==> config.mk <==
export PLATFORM = sky130hd
export DESIGN_NAME = imb_ctrl
export DESIGN_NICKNAME = d
export VERILOG_FILES = /design/src/imb_pkg.sv /design/src/imb_sync.sv /design/src/imb_ctrl.sv
export SDC_FILE = /design/constraint.sdc
export NUM_CORES = 1
export LEC_CHECK = 0
export BUFFER_PORTS_ARGS = -buffer_cell sky130_fd_sc_hd__buf_2
export CAP_MARGIN = 10
export CORE_MARGIN = 8
export CORE_UTILIZATION = 58
export CTS_CLUSTER_DIAMETER = 30
export CTS_CLUSTER_SIZE = 8
export DETAILED_ROUTE_END_ITERATION = 6
export PLACE_DENSITY = 0.92
export SYNTH_ARGS = -nofsm -noshare
export SYNTH_HDL_FRONTEND = slang
export SYNTH_SLANG_ARGS = --single-unit
==> constraint.sdc <==
create_clock -name clock_i -period 3.9 [get_ports clock_i]
set_input_delay 0.78 -clock clock_i [delete_from_list [all_inputs] [get_ports clock_i]]
set_output_delay 0.78 -clock clock_i [all_outputs]
set_load 0.01 [all_outputs]
==> src/imb_pkg.sv <==
/*
 * constants for the i2c mode and bus-state control block.
 * assumes a 40 mhz system clock and a synchronous active-high reset.
 */
`default_nettype none
package imb_pkg;
   // clock rate and bus condition timing
   localparam int CLK_HZ          = 40_000_000;
   localparam int COND_HOLD_NS    = 4700;
   localparam int COND_HOLD_CYC   = (COND_HOLD_NS * (CLK_HZ / 1_000_000)
                                     + 999) / 1000;
   // reset values
   localparam logic RST_MASTER    = 1'b0;
   localparam logic RST_TRANSMIT  = 1'b0;
   localparam logic RST_BUSY      = 1'b0;
   localparam logic RST_IRQ       = 1'b0;

   // operating modes, one-hot
   typedef enum logic [3:0] {
      IMB_SLV_RX = 4'h1,
      IMB_SLV_TX = 4'h2,
      IMB_MST_RX = 4'h4,
      IMB_MST_TX = 4'h8
   } imb_mode_t;

   // condition generator states, one-hot
   typedef enum logic [3:0] {
      IMB_GEN_IDLE  = 4'h1,
      IMB_GEN_START = 4'h2,
      IMB_GEN_STOP  = 4'h4,
      IMB_GEN_DONE  = 4'h8
   } imb_gen_t;
endpackage
`default_nettype wire

==> src/imb_sync.sv <==
/*
 * two-flop synchroniser for pin levels.
 * assumes the input is asynchronous to clock_i.
 */
`timescale 1ns/10ps
`default_nettype none
module imb_sync #(
   parameter int W = 2
) (
   input  wire logic         clock_i,   // system clock
   input  wire logic         sys_rst_i, // sync reset, high
   input  wire logic [W-1:0] async_i,   // raw pin levels
   output logic      [W-1:0] sync_o     // synchronised levels
);
   logic [W-1:0] meta;

   always_ff @(posedge clock_i) begin
      if (sys_rst_i) begin
         meta   <= '1;
         sync_o <= '1;
      end else begin
         meta   <= async_i;
         sync_o <= meta;
      end
   end
endmodule
`default_nettype wire

==> src/imb_ctrl.sv <==
/*
 * i2c mode, bus-busy and interrupt-flag control.
 * assumes software writes arrive as one-cycle strobes on clock_i and that
 * shifting, acknowledge and transfer-end events come from a sibling block.
 */
`timescale 1ns/10ps
`default_nettype none
module imb_ctrl
   import imb_pkg::*;
#(
   parameter int HOLD_CYC = COND_HOLD_CYC
) (
   input  wire logic clock_i,          // 40 mhz system clock
   input  wire logic sys_rst_i,        // sync reset, high
   input  wire logic wr_i,             // control write strobe
   input  wire logic rd_i,             // control read strobe
   input  wire logic wr_master_i,      // written master_select
   input  wire logic wr_transmit_i,    // written transmit_select
   input  wire logic wr_busy_i,        // written bus_busy_flag
   input  wire logic wr_qual_i,        // written start_stop_qualifier
   input  wire logic wr_irq_i,         // written interface_irq_flag
   input  wire logic arb_lost_i,       // arbitration lost pulse
   input  wire logic xfer_end_i,       // raw end of data transfer pulse
   input  wire logic xfer_end_ack_i,   // end incl. acknowledge bit pulse
   input  wire logic addr_match_i,     // slave or general call match pulse
   input  wire logic rw_bit_i,         // received read/write bit value
   input  wire logic rw_valid_i,       // first frame rw bit pulse
   input  wire logic transfer_format_sel_i, // 1: non-i2c format
   input  wire logic wait_insert_i,    // wait insertion enable
   input  wire logic ack_check_enable_i, // acknowledge check enable
   input  wire logic ack_fail_i,       // no acknowledge seen pulse
   input  wire logic display_channel_switch_i, // switch bit level
   input  wire logic xfer_ctrl_svc_i,  // transfer controller service pulse
   input  wire logic irq_enable_i,     // interface interrupt enable
   input  wire logic scl_i,            // scl pin level
   input  wire logic sda_i,            // sda pin level
   output logic      scl_o,            // scl drive value (always 0)
   output logic      scl_oe_n_o,       // low while scl driven
   output logic      sda_o,            // sda drive value (always 0)
   output logic      sda_oe_n_o,       // low while sda driven
   output logic      master_select_o,  // master_select bit
   output logic      transmit_select_o, // transmit_select bit
   output logic      bus_busy_flag_o,  // bus_busy_flag bit
   output logic      interface_irq_flag_o, // interface_irq_flag bit
   output imb_mode_t mode_o,           // decoded operating mode
   output logic      start_det_o,      // start condition pulse
   output logic      stop_det_o,       // stop condition pulse
   output logic      irq_o             // interrupt request to cpu
);
   ////////////////////////////////////////////////////////////////////
   logic [1:0] pins;
   logic       scl_s;
   logic       sda_s;
   logic       sda_d;
   logic       master_select;
   logic       transmit_select;
   logic       bus_busy_flag;
   logic       irq_flag;
   logic       mst_lost;
   logic       mst_rd0;
   logic       trs_hwclr;
   logic       trs_rd0;
   logic       trs_hwset;
   logic       trs_rd1;
   logic       irq_rd1;
   logic       sw_d;
   logic       start_det;
   logic       stop_det;
   logic       irq_set;
   logic       gen_start_req;
   logic       gen_stop_req;
   imb_gen_t   gen;
   imb_gen_t   next_gen;
   logic [15:0] cnt;

   function automatic imb_mode_t decode_mode(input logic m, input logic t);
      unique case ({m, t})
         2'b00:   decode_mode = IMB_SLV_RX;
         2'b01:   decode_mode = IMB_SLV_TX;
         2'b10:   decode_mode = IMB_MST_RX;
         default: decode_mode = IMB_MST_TX;
      endcase
   endfunction

   imb_sync #(.W(2)) u_sync (
      .clock_i   (clock_i),
      .sys_rst_i (sys_rst_i),
      .async_i   ({scl_i, sda_i}),
      .sync_o    (pins)
   );
   assign scl_s = pins[1];
   assign sda_s = pins[0];

   ////////////////////////////////////////////////////////////////////
   // bus condition detection
   always_ff @(posedge clock_i) begin
      if (sys_rst_i) begin
         sda_d <= 1'b1;
         sw_d  <= 1'b0;
      end else begin
         sda_d <= sda_s;
         sw_d  <= display_channel_switch_i;
      end
   end

   assign start_det = scl_s && sda_d && !sda_s;
   assign stop_det  = scl_s && !sda_d && sda_s;

   ////////////////////////////////////////////////////////////////////
   // master_select with read-before-write after arbitration loss
   always_ff @(posedge clock_i) begin
      if (sys_rst_i) begin
         master_select <= RST_MASTER;
         mst_lost      <= 1'b0;
         mst_rd0       <= 1'b0;
      end else if (arb_lost_i && master_select && transmit_select) begin
         master_select <= 1'b0;
         mst_lost      <= 1'b1;
         mst_rd0       <= 1'b0;
      end else begin
         if (rd_i && mst_lost && !master_select)
            mst_rd0 <= 1'b1;
         if (wr_i && !wr_master_i)
            master_select <= 1'b0;
         else if (wr_i && (!mst_lost || mst_rd0)) begin
            master_select <= 1'b1;
            mst_lost      <= 1'b0;
            mst_rd0       <= 1'b0;
         end
      end
   end

   ////////////////////////////////////////////////////////////////////
   // transmit_select with hardware force and read-before-write guards
   always_ff @(posedge clock_i) begin
      if (sys_rst_i) begin
         transmit_select <= RST_TRANSMIT;
         trs_hwclr <= 1'b0;
         trs_rd0   <= 1'b0;
         trs_hwset <= 1'b0;
         trs_rd1   <= 1'b0;
      end else if ((arb_lost_i && master_select && transmit_select) ||
                   (sw_d && !display_channel_switch_i)) begin
         transmit_select <= 1'b0;
         trs_hwclr <= 1'b1;
         trs_rd0   <= 1'b0;
         trs_hwset <= 1'b0;
      end else if (!master_select && rw_valid_i && rw_bit_i) begin
         transmit_select <= 1'b1;
         trs_hwset <= 1'b1;
         trs_rd1   <= 1'b0;
         trs_hwclr <= 1'b0;
      end else begin
         if (rd_i && trs_hwclr && !transmit_select)
            trs_rd0 <= 1'b1;
         if (rd_i && trs_hwset && transmit_select)
            trs_rd1 <= 1'b1;
         if (wr_i && wr_transmit_i && (!trs_hwclr || trs_rd0)) begin
            transmit_select <= 1'b1;
            trs_hwclr <= 1'b0;
            trs_rd0   <= 1'b0;
         end else if (wr_i && !wr_transmit_i && (!trs_hwset || trs_rd1))
         begin
            transmit_select <= 1'b0;
            trs_hwset <= 1'b0;
            trs_rd1   <= 1'b0;
         end
      end
   end

   assign mode_o = decode_mode(master_select, transmit_select);

   ////////////////////////////////////////////////////////////////////
   // bus busy flag follows detected conditions only
   always_ff @(posedge clock_i) begin
      if (sys_rst_i)
         bus_busy_flag <= RST_BUSY;
      else if (start_det)
         bus_busy_flag <= 1'b1;
      else if (stop_det)
         bus_busy_flag <= 1'b0;
   end

   // start requests accepted only in master transmit mode, stop requests in either master mode
   assign gen_start_req = wr_i && !wr_qual_i && wr_busy_i &&
                          (mode_o == IMB_MST_TX);
   assign gen_stop_req  = wr_i && !wr_qual_i && !wr_busy_i &&
                          master_select;

   ////////////////////////////////////////////////////////////////////
   // condition generator: start = sda low while scl high, then scl low,
   // then sda let go under low scl so the final release makes no stop;
   // stop = scl low, sda low, release scl, then release sda
   always_comb begin
      next_gen = gen;
      unique case (gen)
         IMB_GEN_IDLE:
            if (gen_start_req)
               next_gen = IMB_GEN_START;
            else if (gen_stop_req)
               next_gen = IMB_GEN_STOP;
         IMB_GEN_START:
            if (cnt == 16'(HOLD_CYC - 1))
               next_gen = IMB_GEN_DONE;
         IMB_GEN_STOP:
            if (cnt == 16'(HOLD_CYC - 1))
               next_gen = IMB_GEN_DONE;
         IMB_GEN_DONE:
            if (cnt == 16'(HOLD_CYC - 1))
               next_gen = IMB_GEN_IDLE;
         default:
            next_gen = IMB_GEN_IDLE;
      endcase
   end

   always_ff @(posedge clock_i) begin
      if (sys_rst_i)
         gen <= IMB_GEN_IDLE;
      else
         gen <= next_gen;
   end

   always_ff @(posedge clock_i) begin
      if (sys_rst_i || next_gen != gen)
         cnt <= 16'h0000;
      else if (gen != IMB_GEN_IDLE)
         cnt <= cnt + 16'h0001;
   end

   logic starting;
   always_ff @(posedge clock_i) begin
      if (sys_rst_i)
         starting <= 1'b0;
      else if (gen == IMB_GEN_IDLE)
         starting <= gen_start_req;
   end

   always_ff @(posedge clock_i) begin
      if (sys_rst_i) begin
         sda_oe_n_o <= 1'b1;
         scl_oe_n_o <= 1'b1;
      end else begin
         unique case (next_gen)
            IMB_GEN_START: begin
               sda_oe_n_o <= 1'b0;
               scl_oe_n_o <= 1'b1;
            end
            IMB_GEN_STOP: begin
               // scl is pulled one cycle before sda so no start is seen
               sda_oe_n_o <= (gen != IMB_GEN_STOP);
               scl_oe_n_o <= 1'b0;
            end
            IMB_GEN_DONE: begin
               // start: scl low, sda let go a cycle later; stop: sda low
               sda_oe_n_o <= starting && (gen == IMB_GEN_DONE);
               scl_oe_n_o <= !starting;
            end
            default: begin
               sda_oe_n_o <= 1'b1;
               scl_oe_n_o <= 1'b1;
            end
         endcase
      end
   end
   assign sda_o = 1'b0;
   assign scl_o = 1'b0;

   ////////////////////////////////////////////////////////////////////
   // interrupt flag: hardware set wins over software clear
   always_comb begin
      irq_set = stop_det;
      if (addr_match_i && mode_o == IMB_SLV_RX)
         irq_set = 1'b1;
      if (arb_lost_i && mode_o == IMB_MST_TX)
         irq_set = 1'b1;
      // format and wait pick end of data or end of acknowledge
      if (transfer_format_sel_i || wait_insert_i) begin
         if (xfer_end_i)
            irq_set = 1'b1;
      end else if (xfer_end_ack_i)
         irq_set = 1'b1;
      if (ack_check_enable_i && ack_fail_i)
         irq_set = 1'b1;
   end

   always_ff @(posedge clock_i) begin
      if (sys_rst_i) begin
         irq_flag <= RST_IRQ;
         irq_rd1  <= 1'b0;
      end else if (irq_set) begin
         irq_flag <= 1'b1;
      end else if (xfer_ctrl_svc_i) begin
         irq_flag <= 1'b0;
         irq_rd1  <= 1'b0;
      end else begin
         if (rd_i && irq_flag)
            irq_rd1 <= 1'b1;
         if (wr_i && !wr_irq_i && irq_rd1) begin
            irq_flag <= 1'b0;
            irq_rd1  <= 1'b0;
         end
      end
   end

   assign irq_o                = irq_flag && irq_enable_i;
   assign master_select_o      = master_select;
   assign transmit_select_o    = transmit_select;
   assign bus_busy_flag_o      = bus_busy_flag;
   assign interface_irq_flag_o = irq_flag;
   assign start_det_o          = start_det;
   assign stop_det_o           = stop_det;
endmodule
`default_nettype wire

### After elaboration in Yosys (flattened, before gate mapping)

Index checks and enable logic that the tools add are counted.

* memory bits (writable): 0
* bits of input ports: 24
* word-level logic and storage cells: 153
* flip-flop bits (word level): 40
* output and inout port bits: 15
* ROM bits: 0
* bits in latches: 0
* memories: 0

* bitwise gates (word level): 2
* add/subtract/negate cells: 1
* divide/modulo/power cells: 0
* shift operators: 0
* equal/unequal tests: 17
* reduce and logical (&&, ||, !) cells: 71
* $lt $le $gt $ge: 0
* multiply operators: 0
* multiplexer cells: 42

Operators with widths (count)
* $logic_and A1 B1 Y1: 34
* $mux W1: 34
* $pmux W4 S3: 2
* $add A16 B1 Y16 const B: 1
* $eq A16 B8 Y1 const B: 1
* $mux W4: 4
* $logic_not A1 Y1: 14
* $eq A4 B4 Y1 const B: 3
* $reduce_bool A3 Y1: 4
* $eq A4 B1 Y1 const B: 2
* $eq A4 B2 Y1 const B: 2
* $eq A4 B3 Y1 const B: 2
* $reduce_and A2 Y1: 4
* $reduce_bool A2 Y1: 4
* $logic_or A1 B1 Y1: 6
* $reduce_or A2 Y1: 3
* $ne A2 B2 Y1 const B: 2
* $ne A4 B1 Y1 const B: 1
* $ne A4 B3 Y1 const B: 1
* $ne A4 B4 Y1: 1
* $pmux W1 S3: 1
* $reduce_or A3 Y1: 1
* $eq A2 B1 Y1 const B: 1
* $eq A2 B2 Y1 const B: 1
* 3 further kinds: 4

### Longest topological paths before layout

* depth after elaboration: 11
* gate-level depth with buffers: 7
* gate-level depth less buffers: 6

### By module

Synthesis repeated with hierarchy kept, for this count alone.

* cell total of the unflattened synthesis: 237
* area total of the unflattened synthesis: 2075.7 µm²

By module, submodules not included
* imb_ctrl: area an instance 1970.6 µm², instances 1, sequential area each 720.7 µm², cells an instance 229
* imb_sync: area an instance 105.1 µm², instances 1, sequential area each 80.1 µm², cells an instance 8

### Worst setup path after synthesis

No wires, ideal clock.

* path type: input port to flip-flop
* start point: input port wr_i
* end point: register sda_oe_n_o
* buffers on the path: 1
* library setup time: 0.122 ns
* stages: 6
* path slack: 1.748 ns
* arrival: 2.030 ns
* required time: 3.778 ns
* cells stage by stage: clkbuf_1 -> nand3b_1 -> a21oi_1 -> nand2_1 -> a221o_2 -> a311o_1

* cells in the longest elaborated chain, start to end: 8
* elaborated cells between the ends (all ways): 12
* classes of those cells: eq/ne (3); mux (4); reduce/logical (5)

RTL lines
* from (decl): line imb_ctrl.sv:15 `input wire logic wr_i,`
* $logic_and A1 B1 Y1 *: line imb_ctrl.sv:185, imb_ctrl.sv:187
* $logic_and A1 B1 Y1 (2 in a row): line imb_ctrl.sv:187 `assign gen_stop_req = wr_i && !wr_qual_i && !wr_busy_i &&`
* $mux W4: line imb_ctrl.sv:200 `else if (gen_stop_req)`
* $mux W4 *: line imb_ctrl.sv:198 `if (gen_start_req)`
* $pmux W4 S3 *: line imb_ctrl.sv:196 `unique case (gen)`
* $eq A4 B4 Y1, or another cell as far along: line imb_ctrl.sv:243 `unique case (next_gen)`
* $pmux W1 S3 *: line imb_ctrl.sv:243
* to (signal assigned): line imb_ctrl.sv:250 `sda_oe_n_o <= (gen != IMB_GEN_STOP);`
* to (signal assigned): line imb_ctrl.sv:255 `sda_oe_n_o <= starting && (gen == IMB_GEN_DONE);`
* to (decl): line imb_ctrl.sv:40 `output logic sda_oe_n_o,`

Every way passes the cells marked *; elsewhere a longest branch is shown, timed or not.
A chain may end at the register's enable or synchronous reset.

### Worst setup path after layout

* start point: register cnt[9]
* end point: register cnt[3]

* cells in the longest elaborated chain, start to end: 5
* elaborated cells between the ends (all ways): 6
* classes of those cells: eq/ne (2); mux (3); reduce/logical (1)

RTL lines
* from (decl): line imb_ctrl.sv:74 `logic [15:0] cnt;`
* from (signal assigned): line imb_ctrl.sv:227 `cnt <= cnt + 16'h0001;`
* $eq A16 B8 Y1 *: line imb_ctrl.sv:203, imb_ctrl.sv:206, imb_ctrl.sv:209
* $mux W4, on equally long branches: line imb_ctrl.sv:209, imb_ctrl.sv:203, imb_ctrl.sv:206
* $pmux W4 S3 *: line imb_ctrl.sv:196
* $ne A4 B4 Y1 *: line imb_ctrl.sv:224 `if (sys_rst_i || next_gen != gen)`
* $logic_or A1 B1 Y1 *: line imb_ctrl.sv:224

Marked as above.

==> impl_metrics.ini <==
[finish]
drive_above_1_share_pct = 23.0
finalNonFillerCells = 307
nets = 285
antenna_cells = 0
area_delta_synth_final_pct = 12.6
nFillCells = 288

[clocking]
post_cts_resized = 0
clockBufferDepth = 2
cts_made_buffers = 5
hold_buffers = 0
cts_sinks = 40
clk_latency_ns = 0.35
tritoncts = done
htree_levels = 2
cts_setup_buffers = 0
cts_root_buf = clkbuf_4
clkTransAtPathRegs_ns = 0.12

[floorplanning]
initial_core_util_pct = 58.5
placementRows = 21
die-area_sq_um = 5380
core_area_sq_um = 3260
fp.dieW_um = 73.3
pin_count = 39
die_h_um = 73.3

[synthesis]
synth_top_area_cell = dfxtp_1
syn_area_per_cell_sq_um = 8.36
synth_warnings = 0
synth_edf_count = 0
synthTopCellsByCount = 40 x dfxtp_1, 34 x nor2_1, 24 x nand2_1
netlist_area_sq_um = 1910
synthTopCellsByArea = dfxtp_1 42%, nor2_1 6.7%, xor2_1 5.1%
synth-seq-cells = 40
ys_seq_area_share_pct = 42.0
synthArstFlopShare_pct = 0
ys.flop_type = dfxtp_1
synthCells = 228
yosysUniqueCellTypes = 46
yosysMostFrequentCell = dfxtp_1
synth_top_area_share_pct = 42.0

[sta]
timing.final.crit_share_pct = 57.9
max_freq_mhz = 443
slew-limit-headroom_pct = 61.0
worst_pin_slew_ns = 0.583
fin_ws_ns = 1.64
maxSlewViolCount = 0
whs_ns = 0.425
skew_ns = 0.0131
setup_tns_ns = 0
hold_viol_final = 0
period_needed_ns = 2.26
rsz0062_at_grt = no
finalSetupViolations = 0

[setup_path]
crit_arrival_ns = 2.47
worstRegToRegCells = 5
crit_fanout = 16
reg2reg_slack_ns = 1.64
endpoint = cnt[3]
reg2reg_to = cnt[3]
end_kind = flop
crit_start = cnt[9]
crit_path_start_kind = flop
critical_path_required_ns = 4.12
r2r-start = cnt[9]
critPathKind = reg -> reg

[grt]
grtUsageTotal_pct = 15.9
grt_max_degree = 18
grt_overflow = 0
grt_antenna_before_repair = 0
grt_pass1_vias = 1655
grt_pass1_wl_um = 6780

[routing]
num_vias = 1647
wl_per_cell_um = 12.6
finalWirelength_um = 3880
drt_pass1_iterations = 4
drtIter0Drc = 123
viasPerCell = 5.36
drcViolationCount = 0
ant_nets = 0

[placement]
hpwlAfterDp_um = 2920
io_buffer_count = 36
dp_cells = 299
post-place-ws_ns = 1.67
gp_congestion = 0.790

[hold_path]
min_path_type = reg -> reg

[power_and_ir_drop]
cellPowerDensity_nw_per_um2 = 333
leakage_nw = 0.835
ir_drop_mv = 0.242

[run]
drv_cap = 0

[status]
status = completed
[cell families (layout without fill, tap and decap cells)]
| kind of cell | Yosys count | after routing | share of synthesized area [%] |
|---|---|---|---|
| simple gates | 116 | 116 | 32.3 |
| flops | 40 | 40 | 42.0 |
| compound gates | 33 | 33 | 11.7 |
| buf+inv | 19 | 51 | 4.72 |
| xor+xnor | 17 | 17 | 7.81 |
| fa+ha+maj | 1 | 1 | 0.656 |
| other cells | 1 | 2 | 0.197 |
| mux | 1 | 1 | 0.525 |
[cell usage in the layout, fill, tap and decap left out, types with 2 or more instances in the layout]
cell,Yosys,routed
a31oi_1,2,2
o21ai_0,4,4
clkbuf_4,0,5
a21oi_1,16,16
xnor2_1,6,6
nand4_1,6,6
inv_1,7,7
nand2_1,24,24
dfxtp_1,40,40
nand3_1,9,9
nor3_1,7,7
conb_1,1,2
or4_1,2,2
xor2_1,11,11
nor2b_1,5,5
nand2b_1,2,2
and2_1,4,4
nor2_1,34,34
nand3b_1,4,4
or4b_2,2,2
a211oi_1,2,2
or2_2,7,7
buf_2,3,36
[worst min path at each step]
stage                     slack, ns           start  cells after the start               end
after detailed placement       0.40  u_sync.meta[0]                      1  u_sync.sync_o[0]
after floorplan                0.39  u_sync.meta[0]                      1  u_sync.sync_o[0]
final                          0.42  u_sync.meta[0]                      1  u_sync.sync_o[0]
after global routing           0.44  u_sync.meta[0]                      1  u_sync.sync_o[0]
after CTS                      0.43  u_sync.meta[0]                      1  u_sync.sync_o[0]
after global placement         0.39  u_sync.meta[1]                      1  u_sync.sync_o[1]
[state kept, by name, summed over array words and instances (netlist names), 2 cells and up]
register,count
u_sync.sync_o,2
cnt,16
gen,4
u_sync.meta,2
[report_power, final]
group | total (mW) | switching [mW] | internal, mW
clock network | 0.221 | 0.133 | 0.0883
registers | 0.426 | 0.00876 | 0.418
logic | 0.0663 | 0.0366 | 0.0297
total | 0.714 | 0.178 | 0.536
[metal layers]
metal / vias to the layer above / wire length [um] / GRT usage (%)
li1: 844 / - / -
met1: 756 / 1740 / 17.4
met2: 42 / 1880 / 27.3
met3: 5 / 206 / 5.05
met4: 0 / 43 / 7.10
met5: - / 0 / 0
[through the flow]
step / power (mW) / utilization, % / cell area [sq um]
final: 0.714 / 65.9 / 2150
after global routing: 0.746 / 65.9 / 2150
after CTS: 0.718 / 65.9 / 2150
after detailed placement: 0.502 / 64.0 / 2080
after global placement: 0.500 / 64.0 / 2080
after floorplan: 0.476 / - / 1910
[worst max-delay path, cell delays in order (launching register included)]
cell and delay, ns:
dfxtp_1 0.38, or4_4 0.57, nor4_4 0.50, o21ai_2 0.15
o221ai_4 0.43, nor2_1 0.10
[area by class of cell]
| type | instances | area [sq um] | area share (%) |
|---|---|---|---|
| Clock inverter | 1 | 7.51 | 0.350 |
| Inverter | 7 | 26.3 | 1.22 |
| Sequential cell | 40 | 801 | 37.3 |
| Tap cell | 46 | 57.6 | 2.68 |
| Timing Repair Buffer | 36 | 180 | 8.39 |
| Clock buffer | 7 | 55.1 | 2.56 |
| Multi-Input combinational cell | 170 | 1020 | 47.5 |
Power figures use the tool's default switching activity.
